[src/verilog/afc_pkg.sv]
// Purpose: shared constants for the amplifier fault/clipper register slice
// Assumes: 8-bit control-port registers, 50 MHz clk
// Notes: control-port device address is arbitrary, not a real part value
package afc_pkg;
    localparam logic [6:0] DEV_ADDR_DEFAULT = 7'h2A; // arbitrary value
    localparam logic [7:0] REG_RSVD_A = 8'h07;
    localparam logic [7:0] REG_FAULT = 8'h08;
    localparam logic [7:0] REG_RSVD_LO = 8'h09;
    localparam logic [7:0] REG_RSVD_HI = 8'h0F;
    localparam logic [7:0] REG_CLIP_MID = 8'h10;
    localparam logic [7:0] REG_CLIP_LOW = 8'h11;
    localparam logic [7:0] REG_CLIP_HIGH = 8'h12;
    // fault register fields
    localparam int SCALE_HI = 5;
    localparam int SCALE_LO = 4;
    localparam int BIT_CLK = 3;
    localparam int BIT_OC = 2;
    localparam int BIT_DC = 1;
    localparam int BIT_OT = 0;
    // clipper fields
    localparam int CLIP_W = 20;
    localparam int LOW_FIELD_LO = 2;
    localparam int HIGH_FIELD_W = 6;
    // reset values
    localparam logic [1:0] SCALE_RST = 2'h0;
    localparam logic [7:0] CLIP_MID_RST = 8'h01;
    localparam logic [7:0] CLIP_LOW_RST = 8'h04;
    localparam logic [7:0] CLIP_HIGH_RST = 8'h00;
    // analog interface widths and nominal overcurrent trip code
    localparam int SENSE_W = 8;
    localparam logic [7:0] OC_TRIP_NOM = 8'hC0;
    localparam int SAMPLE_W = 24;
endpackage

[src/verilog/afc_ctrl_port.sv]
// Purpose: serial control-port target, byte pointer with auto increment
// Assumes: scl and sda are pins, synchronised here on clk
// Notes: open-drain sda; sda_oe_n low means the pin is pulled low
`timescale 1ns/1ps
`default_nettype none
module afc_ctrl_port
    import afc_pkg::*;
(
    input wire logic clk, // system clock
    input wire logic rst, // async reset
    input wire logic [6:0] dev_addr, // target address
    input wire logic scl, // serial clock pin
    input wire logic sda_i, // data pin level
    output logic sda_o, // data pin drive value
    output logic sda_oe_n, // drive enable, low drives
    output logic [7:0] ptr, // register pointer
    output logic wr_stb, // one-cycle write strobe
    output logic [7:0] wr_data, // write data
    input wire logic [7:0] rd_data // data at ptr
);
    typedef enum logic [8:0] {
        S_IDLE = 9'h001, S_ADDR = 9'h002, S_ACK_A = 9'h004,
        S_SUB = 9'h008, S_ACK_S = 9'h010, S_WDATA = 9'h020,
        S_ACK_W = 9'h040, S_RDATA = 9'h080, S_ACK_R = 9'h100
    } afc_i2c_st_t;

    logic [1:0] scl_s, sda_s;
    logic scl_q, sda_q;
    afc_i2c_st_t st, next_st;
    logic [3:0] cnt, next_cnt;
    logic [7:0] sh, next_sh, next_ptr, next_wr_data;
    logic rw, next_rw, next_oe_n, next_wr_stb, acked, next_acked;
    logic rise, fall, start, stop;

    assign rise = scl_s[1] & ~scl_q;
    assign fall = ~scl_s[1] & scl_q;
    assign start = scl_s[1] & scl_q & sda_q & ~sda_s[1];
    assign stop = scl_s[1] & scl_q & ~sda_q & sda_s[1];
    assign sda_o = 1'b0;

    always_comb begin
        next_st = st;
        next_cnt = cnt;
        next_sh = sh;
        next_ptr = ptr;
        next_rw = rw;
        next_oe_n = sda_oe_n;
        next_wr_stb = 1'b0;
        next_wr_data = wr_data;
        next_acked = acked;
        if (start) begin
            next_st = S_ADDR;
            next_cnt = 4'h0;
            next_oe_n = 1'b1;
        end else if (stop) begin
            next_st = S_IDLE;
            next_oe_n = 1'b1;
        end else begin
            case (st)
                S_ADDR, S_SUB, S_WDATA: begin
                    if (rise && cnt < 4'h8) begin
                        next_sh = {sh[6:0], sda_s[1]};
                        next_cnt = cnt + 4'h1;
                    end else if (fall && cnt == 4'h8) begin
                        next_oe_n = 1'b0;
                        if (st == S_ADDR) begin
                            next_rw = sh[0];
                            next_st = S_ACK_A;
                            if (sh[7:1] != dev_addr) begin
                                next_st = S_IDLE;
                                next_oe_n = 1'b1;
                            end
                        end else if (st == S_SUB) begin
                            next_ptr = sh;
                            next_st = S_ACK_S;
                        end else begin
                            next_wr_stb = 1'b1;
                            next_wr_data = sh;
                            next_st = S_ACK_W;
                        end
                    end
                end
                S_ACK_A, S_ACK_S, S_ACK_W: begin
                    if (fall) begin
                        next_cnt = 4'h0;
                        next_oe_n = 1'b1;
                        next_st = S_WDATA;
                        if (st == S_ACK_A && rw) begin
                            next_st = S_RDATA;
                            next_sh = rd_data;
                            next_oe_n = rd_data[7];
                        end else if (st == S_ACK_A) begin
                            next_st = S_SUB;
                        end
                        if (st == S_ACK_W) begin
                            next_ptr = ptr + 8'h01;
                        end
                    end
                end
                S_RDATA: begin
                    if (rise) begin
                        next_cnt = cnt + 4'h1;
                    end else if (fall && cnt == 4'h8) begin
                        next_oe_n = 1'b1;
                        next_st = S_ACK_R;
                    end else if (fall) begin
                        next_sh = {sh[6:0], 1'b0};
                        next_oe_n = sh[6];
                    end
                end
                S_ACK_R: begin
                    if (rise) begin
                        // a nack from the host ends the read burst
                        next_acked = ~sda_s[1];
                        if (~sda_s[1]) begin
                            next_ptr = ptr + 8'h01;
                        end
                    end else if (fall) begin
                        next_cnt = 4'h0;
                        next_st = acked ? S_RDATA : S_IDLE;
                        next_sh = rd_data;
                        next_oe_n = acked ? rd_data[7] : 1'b1;
                    end
                end
                default: begin
                    next_st = S_IDLE;
                    next_oe_n = 1'b1;
                end
            endcase
        end
    end

    always_ff @(posedge clk or posedge rst) begin
        if (rst) begin
            scl_s <= 2'h3;
            sda_s <= 2'h3;
            scl_q <= 1'b1;
            sda_q <= 1'b1;
            st <= S_IDLE;
            cnt <= 4'h0;
            sh <= 8'h00;
            ptr <= 8'h00;
            rw <= 1'b0;
            sda_oe_n <= 1'b1;
            wr_stb <= 1'b0;
            wr_data <= 8'h00;
            acked <= 1'b0;
        end else begin
            scl_s <= {scl_s[0], scl};
            sda_s <= {sda_s[0], sda_i};
            scl_q <= scl_s[1];
            sda_q <= sda_s[1];
            st <= next_st;
            cnt <= next_cnt;
            sh <= next_sh;
            ptr <= next_ptr;
            rw <= next_rw;
            sda_oe_n <= next_oe_n;
            wr_stb <= next_wr_stb;
            wr_data <= next_wr_data;
            acked <= next_acked;
        end
    end
endmodule
`default_nettype wire

[src/verilog/afc_fault_clip.sv]
// Purpose: fault configuration/status and digital clipper register slice
// Assumes: fault sense inputs are asynchronous pins; samples on clk domain
// Notes: register access is the serial control port only
// What this block does
// - fault register bits 7:6 read zero; host writes them as zero.
// - overcurrent scale field bits 5:4, reset 00, trip at 100/75/50/25 percent.
// - clock fault flag bit 3 follows the live fault, never latches.
// - overcurrent flag bit 2 latches, halts operation until shutdown toggles.
// - output DC flag bit 1 latches until shutdown toggles.
// - overtemperature flag bit 0 latches, blocks operation until shutdown toggles.
// - clip threshold is 20 bits; register 0x10 holds bits 13:6.
// - register 0x11 bits 7:2 hold threshold bits 5:0; bits 1:0 reserved.
`timescale 1ns/1ps
`default_nettype none
module afc_fault_clip
    import afc_pkg::*;
(
    input wire logic clk, // 50 MHz system clock
    input wire logic rst, // async reset, active high
    input wire logic [6:0] dev_addr, // control-port target address
    input wire logic scl, // control-port clock pin
    input wire logic sda_i, // control-port data level
    output logic sda_o, // data drive value (always low)
    output logic sda_oe_n, // data drive enable, low drives
    input wire logic amp_shutdown_n, // shutdown pin, low = shut down
    input wire logic clock_fault_in, // clock monitor fault level
    input wire logic [SENSE_W-1:0] current_sense, // output current code
    input wire logic dc_fault_in, // output DC detector level
    input wire logic temp_fault_in, // die overtemperature level
    input wire logic signed [SAMPLE_W-1:0] sample_in, // audio sample
    input wire logic sample_in_valid, // sample strobe
    output logic signed [SAMPLE_W-1:0] sample_out, // clipped sample
    output logic sample_out_valid, // clipped sample strobe
    output logic amp_run // power stage enable
);
    logic [7:0] ptr, wr_data, rd_data;
    logic wr_stb;
    logic [1:0] sd_s, clk_s, dc_s, ot_s;
    logic [SENSE_W-1:0] cur_s0, cur_s1, cur_s2;
    logic sd_q;
    logic [1:0] oc_scale, next_oc_scale;
    logic clk_flag, oc_flag, dc_flag, ot_flag;
    logic next_clk_flag, next_oc_flag, next_dc_flag, next_ot_flag;
    logic [7:0] clip_mid, next_clip_mid, clip_low, next_clip_low;
    logic [7:0] clip_high, next_clip_high;
    logic [SENSE_W-1:0] trip, quarter;
    logic oc_now, sd_release, next_amp_run;
    logic [CLIP_W-1:0] clip_threshold_value;
    logic signed [SAMPLE_W-1:0] pos_lim, neg_lim, next_sample_out;
    logic next_sample_out_valid;

    afc_ctrl_port u_port (
        .clk(clk),
        .rst(rst),
        .dev_addr(dev_addr),
        .scl(scl),
        .sda_i(sda_i),
        .sda_o(sda_o),
        .sda_oe_n(sda_oe_n),
        .ptr(ptr),
        .wr_stb(wr_stb),
        .wr_data(wr_data),
        .rd_data(rd_data)
    );

    // trip = nominal minus one quarter per scale step
    assign quarter = OC_TRIP_NOM >> 2;
    always_comb begin
        case (oc_scale)
            2'h0: trip = OC_TRIP_NOM;
            2'h1: trip = OC_TRIP_NOM - quarter;
            2'h2: trip = OC_TRIP_NOM - (quarter << 1);
            default: trip = quarter;
        endcase
    end
    // a code caught mid-change is ignored until two samples agree
    assign oc_now = (cur_s2 > trip) && (cur_s1 == cur_s2);
    // release edge of the shutdown pin is the one-cycle clear pulse
    assign sd_release = sd_s[1] & ~sd_q;

    assign clip_threshold_value = {clip_high[HIGH_FIELD_W-1:0], clip_mid,
        clip_low[7:LOW_FIELD_LO]};

    always_comb begin
        rd_data = 8'h00;
        case (ptr)
            REG_FAULT: begin
                rd_data[SCALE_HI:SCALE_LO] = oc_scale;
                rd_data[BIT_CLK] = clk_flag;
                rd_data[BIT_OC] = oc_flag;
                rd_data[BIT_DC] = dc_flag;
                rd_data[BIT_OT] = ot_flag;
            end
            REG_CLIP_MID: rd_data = clip_mid;
            REG_CLIP_LOW: rd_data = clip_low;
            REG_CLIP_HIGH: rd_data = {2'h0, clip_high[HIGH_FIELD_W-1:0]};
            default: rd_data = 8'h00;
        endcase
    end

    always_comb begin
        next_oc_scale = oc_scale;
        next_clip_mid = clip_mid;
        next_clip_low = clip_low;
        next_clip_high = clip_high;
        // writes are taken at any time; the host keeps to shutdown windows
        if (wr_stb) begin
            case (ptr)
                REG_FAULT: next_oc_scale = wr_data[SCALE_HI:SCALE_LO];
                REG_CLIP_MID: next_clip_mid = wr_data;
                REG_CLIP_LOW: next_clip_low = wr_data;
                REG_CLIP_HIGH: next_clip_high = {2'h0, wr_data[HIGH_FIELD_W-1:0]};
                default: next_oc_scale = oc_scale;
            endcase
        end
    end

    always_comb begin
        next_clk_flag = clk_s[1];
        // a live fault wins over the clear on the release edge
        next_oc_flag = oc_now | (oc_flag & ~sd_release);
        next_dc_flag = dc_s[1] | (dc_flag & ~sd_release);
        next_ot_flag = ot_s[1] | (ot_flag & ~sd_release);
        next_amp_run = sd_s[1] & ~clk_s[1] & ~next_oc_flag
            & ~next_dc_flag & ~next_ot_flag;
    end

    assign pos_lim = SAMPLE_W'(clip_threshold_value);
    assign neg_lim = -pos_lim;
    always_comb begin
        next_sample_out = sample_out;
        next_sample_out_valid = sample_in_valid;
        if (sample_in_valid) begin
            if (sample_in > pos_lim) begin
                next_sample_out = pos_lim;
            end else if (sample_in < neg_lim) begin
                next_sample_out = neg_lim;
            end else begin
                next_sample_out = sample_in;
            end
        end
    end

    always_ff @(posedge clk or posedge rst) begin
        if (rst) begin
            sd_s <= 2'h0;
            clk_s <= 2'h0;
            dc_s <= 2'h0;
            ot_s <= 2'h0;
            cur_s0 <= '0;
            cur_s1 <= '0;
            cur_s2 <= '0;
            sd_q <= 1'b0;
            oc_scale <= SCALE_RST;
            clk_flag <= 1'b0;
            oc_flag <= 1'b0;
            dc_flag <= 1'b0;
            ot_flag <= 1'b0;
            clip_mid <= CLIP_MID_RST;
            clip_low <= CLIP_LOW_RST;
            clip_high <= CLIP_HIGH_RST;
            amp_run <= 1'b0;
            sample_out <= '0;
            sample_out_valid <= 1'b0;
        end else begin
            sd_s <= {sd_s[0], amp_shutdown_n};
            clk_s <= {clk_s[0], clock_fault_in};
            dc_s <= {dc_s[0], dc_fault_in};
            ot_s <= {ot_s[0], temp_fault_in};
            // sense code is a slow analog level; settles well inside two cycles
            cur_s0 <= current_sense;
            cur_s1 <= cur_s0;
            cur_s2 <= cur_s1;
            sd_q <= sd_s[1];
            oc_scale <= next_oc_scale;
            clk_flag <= next_clk_flag;
            oc_flag <= next_oc_flag;
            dc_flag <= next_dc_flag;
            ot_flag <= next_ot_flag;
            clip_mid <= next_clip_mid;
            clip_low <= next_clip_low;
            clip_high <= next_clip_high;
            amp_run <= next_amp_run;
            sample_out <= next_sample_out;
            sample_out_valid <= next_sample_out_valid;
        end
    end
endmodule
`default_nettype wire

[config.mk]
export PLATFORM = sky130hd
export DESIGN_NAME = afc_fault_clip
export DESIGN_NICKNAME = d
export VERILOG_FILES = /design/src/verilog/afc_pkg.sv /design/src/verilog/afc_ctrl_port.sv /design/src/verilog/afc_fault_clip.sv
export SDC_FILE = /design/constraint.sdc
export NUM_CORES = 1
export LEC_CHECK = 0
export BUFFER_PORTS_ARGS = -buffer_cell sky130_fd_sc_hd__buf_2
export CAP_MARGIN = 20
export CORE_UTILIZATION = 45
export CTS_BUF_LIST = sky130_fd_sc_hd__clkbuf_8
export DETAILED_ROUTE_END_ITERATION = 10
export SLEW_MARGIN = 15
export SYNTH_ARGS = -nofsm -noshare
export SYNTH_HDL_FRONTEND = slang
export SYNTH_SLANG_ARGS = --single-unit
[constraint.sdc]
create_clock -name clk -period 8.2 [get_ports clk]
set_input_delay 0 -clock clk [delete_from_list [all_inputs] [get_ports clk]]
set_output_delay 0 -clock clk [all_outputs]
set_load 0.05 [all_outputs]
* Word-level counts from Yosys, hierarchy flattened
Cells that the tools add are included.
Storage, ports and cells: flip-flop bits (word level) 134, bits of input ports 48, word-level logic and storage cells 206, output and inout port bits 28
Operators by class: $add $sub $neg 3, bitwise operators 33, magnitude comparators 4, eq/ne operators 44, reduce and logical (&&, ||, !) cells 22, multiplexer cells 68
Operators with widths (count):
- 8-bit two-way mux | 17
- 9-bit two-way mux | 11
- 24-bit two-way mux | 2
- 8-bit case mux with 3 select lines | 2
- 9-bit case mux with 4 select lines | 1
- 8-bit case mux with 4 select lines | 1
- 8-bit by 5-bit equality test with 1-bit output (second input constant) | 3
- 24-bit by 21-bit > comparator with 1-bit output | 1
- 24-bit < comparator | 1
- 4-bit two-way mux | 6
- 20-bit negator with 24-bit output | 1
- 6-bit case mux with 4 select lines | 1
- 11-bit AND reduction | 2
- 1-bit two-way mux | 21
- 7-bit AND reduction | 3
- 2-bit by 1-bit inequality test with 1-bit output (second input constant) | 10
- 4-bit by 1-bit inequality test with 1-bit output (second input constant) | 4
- 4-bit case mux with 4 select lines | 1
- 1-bit bitwise AND | 15
- 1-bit inverter | 15
- 2-bit inequality test (second input constant) | 6
- 9-bit by 2-bit equality test with 1-bit output (second input constant) | 1
- 9-bit by 3-bit equality test with 1-bit output (second input constant) | 1
- 9-bit by 4-bit equality test with 1-bit output (second input constant) | 1
- 36 further kinds | 47

* Logic depth before layout (Yosys ltp)
depth after elaboration 9, depth in mapped cells 16, mapped depth without buffers 14

* Hierarchy
From an unflattened synthesis, not the netlist that was laid out.
Second synthesis, totals: cells, all modules 796, area, all modules 8057.7 um^2
Modules (own cells, without submodules):
- afc_fault_clip | area each 5265.0 um^2, times used 1, cells an instance 505, seq. area each 2179.6 um^2
- afc_ctrl_port | area each 2792.7 um^2, times used 1, cells an instance 291, seq. area each 1186.1 um^2

* Least setup slack after synthesis
OpenSTA, ideal clock, no wires.
kind register -> register, start register clip_low[4], end register sample_out[7], library setup time 0.083 ns, required time 8.117 ns, data arrival time 3.644 ns, cell stages (with the launch flop) 16, setup slack 4.474 ns, cells stage by stage dfrtp_1 > clkbuf_1 > nor4_2 > and4b_1 > nand4_1 > nand2b_1 > inv_1 > ha_1 > nand4_1 > or3_1 > a211oi_2 > nor4_4 > xnor2_4 > buf_6 > mux2_2 > o21ai_0
On the way: longest elaborated chain between the ends 4
Ends and longest elaborated chain:
- start, declared | RTL line afc_fault_clip.sv:44 | logic [7:0] clip_mid, next_clip_mid, clip_low, next_clip_low;
- start signal, assigned | RTL line afc_fault_clip.sv:181 | clip_low <= next_clip_low;
- 20-bit negator with 24-bit output | RTL line afc_fault_clip.sv:129 | assign neg_lim = -pos_lim;
- 24-bit < comparator | RTL line afc_fault_clip.sv:136 | end else if (sample_in < neg_lim) begin
- 24-bit two-way mux | RTL line afc_fault_clip.sv:136
- 24-bit two-way mux (*) | RTL line afc_fault_clip.sv:134 | if (sample_in > pos_lim) begin
- end signal, assigned | RTL line afc_fault_clip.sv:184 | sample_out <= next_sample_out;
- end, declared | RTL line afc_fault_clip.sv:32 | output logic signed [SAMPLE_W-1:0] sample_out,
Mark *: on every way between the ends. The rest lies on a longest branch, timed or not. A chain may end at the register's enable or synchronous reset.

* Worst setup path in the final report
start register clip_low[4], end register sample_out[14]
The elaborated chain is that of the path after synthesis.

==> impl_metrics.tcl <==
set metrics [dict create \
    tightestPinTransition_ps 1020 \
    critPathKind "reg -> reg" \
    synth_flop_cell "dfrtp_1" \
    ant_nets 0 \
    grt_pass1_vias 6115 \
    avgViaCountPerCell 5.62 \
    htreeDepth 4 \
    power.density_nw_per_um2 162 \
    nets 982 \
    die_y_um 134 \
    fp-row-count 47 \
    multi_input_area_sq_um 4100 \
    timing.final.crit_share 0.563 \
    syn_area_sq_um 7850 \
    place.gp.congestion 0.898 \
    fin_hold_ws_ps 68.8 \
    n_fill_cell 1549 \
    drt_iter0_markers 424 \
    synthArstFlopShare 1.00 \
    crit_slowest_cell "xnor2_4" \
    clock-sinks 134 \
    wl_per_cell_um 17.7 \
    yosysUniqueCellTypes 79 \
    chipWidth_um 134 \
    synth_area_leaders "dfrtp_1 (40%), ha_1 (8.6%), mux2_2 (7.5%)" \
    cap_violations 0 \
    drtPass1Iterations 6 \
    max_slew_margin 0.320 \
    max_freq_mhz 217 \
    setup.worst_path.start_class "flop" \
    synth_edf_count 0 \
    min_to "u_port.st[2]" \
    synthCells 774 \
    finalMaxSlewViolations 0 \
    cp-end-kind "flop" \
    synth_top_area_cell "dfrtp_1" \
    drive_above_1_share 0.216 \
    io_buffers 74 \
    post-route-util 0.545 \
    p_leak_nw 4.20 \
    min_from "dev_addr[5]" \
    critPathMaxStageDelay_ps 810 \
    fin_skew_ps 12.8 \
    drc 0 \
    reg2reg_depth 13 \
    io_pins 76 \
    hold_class "in -> reg" \
    num_antenna_cells 0 \
    rr_endpoint "sample_out[14]" \
    final_common_cell "dfrtp_1" \
    regArea_sq_um 3370 \
    required_ps 8570 \
    clock_latency_ps 450 \
    path_clk_slew_ps 90 \
    status "completed" \
    synth_fp_nets 876 \
    vias 6254 \
    cp_max_fo 28 \
    tns_ps 0 \
    coreArea_sq_um 16800 \
    setup_violations 0 \
    numCtsBuffers 17 \
    worstPathCellList "nor4_2 -> and4b_1 -> nand4_1 -> nand2b_1 -> inv_1 -> ha_1 -> nand4_1 -> or3_1 -> a211oi_2 -> nor4_4 -> xnor2_4 -> mux2_2 -> o21ai_0" \
    wirelength_mm 19.7 \
    ys_ff_latch 134 \
    grt_pass1_wl_mm 32.1 \
    cts_buffer_depth 2 \
    cts_setup_buffers 0 \
    vdd_drop_max_uv 136 \
    syn_area_per_cell_sq_um 10.1 \
    final_hold_viol_count 0 \
    final_cell_mix "dfrtp_1 (124), buf_2 (74), inv_1 (55), ha_1 (54), mux2_2 (52)" \
    regToRegSetupSlack_ps 3590 \
    grt_max_degree 74 \
    yosysSeqAreaShare 0.429 \
    r2r_start "clip_low[4]" \
    grt_overflow 0 \
    start_util 0.467 \
    crit_top_cell "nand4_1" \
    dieArea_sq_um 18000 \
    yosys.area.top_type_share 0.395 \
    min_path_cells 5 \
    period_needed_ps 4610 \
    antenna_found_initial 0 \
    globalRouteTotalUtil 0.230 \
    synth_warnings 0 \
    root_buffer "clkbuf_8" \
    hpwl_mm 14.5 \
    cts_tree "done" \
    rsz0062_at_grt "no" \
    area_growth_syn_to_layout_pct 16.9 \
    arrival_ps 4980 \
]
final cells by class:
type / count / area share
multi-input cells: 553 / 0.447
flip-flops and latches: 134 / 0.367
repair buffers: 117 / 0.0865
well taps: 220 / 0.0300
clock buffers: 17 / 0.0255
inverters: 57 / 0.0236
clock inverters: 14 / 0.0202
how the worst max path moves through the flow:
stage | endpoint | from | cells after the start | slack, ps
floorplan | sample_out[7] | clip_low[4] | 15 | 4470
global placement | sample_out[5] | clip_low[4] | 13 | 3700
detailed placement | sample_out[14] | clip_low[4] | 13 | 3600
CTS | sample_out[4] | clip_low[4] | 13 | 3560
global route | sample_out[4] | clip_low[4] | 13 | 3200
finish | sample_out[14] | clip_low[4] | 13 | 3590
sequential cells by signal, summed over array words and instances, names as in the netlist, 2 cells and up:
register / flops
clip_high: 6
clip_low: 8
clip_mid: 8
clk_s: 2
cur_s0: 8
cur_s1: 8
cur_s2: 8
dc_s: 2
oc_scale: 2
ot_s: 2
sample_out: 24
sd_s: 2
u_port.cnt: 4
u_port.ptr: 8
u_port.scl_s: 2
u_port.sda_s: 2
u_port.sh: 8
u_port.st: 9
u_port.wr_data: 8
critical path: cells and delay by family (launching register included):
family | cells | cell delay (ps)
AO/OA/AOI/OAI | 2 | 380
flip-flops | 1 | 490
adder cells (fa/ha/maj) | 1 | 290
XOR/XNOR | 1 | 810
buffers and inverters | 1 | 100
AND/OR/NAND/NOR | 7 | 2010
multiplexers | 1 | 420
where the power goes:
group          switching, mW  leakage (nW)  internal, mW
clock network          0.285         0.215         0.308
logic                  0.121          2.26        0.0715
registers             0.0154          1.73         0.685
total                  0.421          4.20          1.06
repair_timing:
item | 4_1_cts | 5_1_grt
gates resized for setup | 0 | 0
endpoints found under the hold margin | 92 | 0
hold buffers | 40 | 0
synthesized netlist by cell type, drive strengths merged (2+ instances only):
master and number:
dfrtp 124, o21ai 60, inv 57, ha 54
mux2 53, a21oi 50, nor2 46, nand2 45
xnor2 24, and3 21, clkbuf 18, nand3 17
nor3 15, nand2b 13, buf 12, nor4 12
nand4 11, dfstp 10, mux2i 10, a21o 9
a221oi 9, xor2 9, o22ai 7, a22o 6
a31oi 6, and2 6, nor4b 6, a22oi 5
o31ai 5, a211oi 4, a41oi 4, o41ai 4
a21boi 3, and4b 3, nor2b 3, o31a 3
or3 3, or4 3, a31o 2, o211a 2
o211ai 2, o2bb2ai 2
cell families after synthesis:
family,synth area share
AND/OR/NAND/NOR,0.148
flip-flops,0.429
other,0.000478
multiplexers,0.0888
XOR/XNOR,0.0392
buffers and inverters,0.0486
AO/OA/AOI/OAI,0.159
adder cells (fa/ha/maj),0.0861
per-stage QoR:
stage                     total power [mW]  setup slack, ps  std cells  instance area (sq um)
after global routing                  1.55             3200       1112                   9170
final                                 1.49             3590       1112                   9170
after CTS                             1.50             3560       1112                   9170
after global placement               0.887             3700       1041                   8350
after detailed placement             0.891             3600       1041                   8350
after floorplan                      0.838             4470        774                   7850
metal layers:
layer,vias to the layer above,global-route usage,share of wire
li1,3029,-,-
met1,2999,0.329,0.48
met2,199,0.355,0.45
met3,27,0.0431,0.049
met4,0,0.0655,0.014
met5,-,0,0
Note: power is estimated with default switching activity, not from simulation.
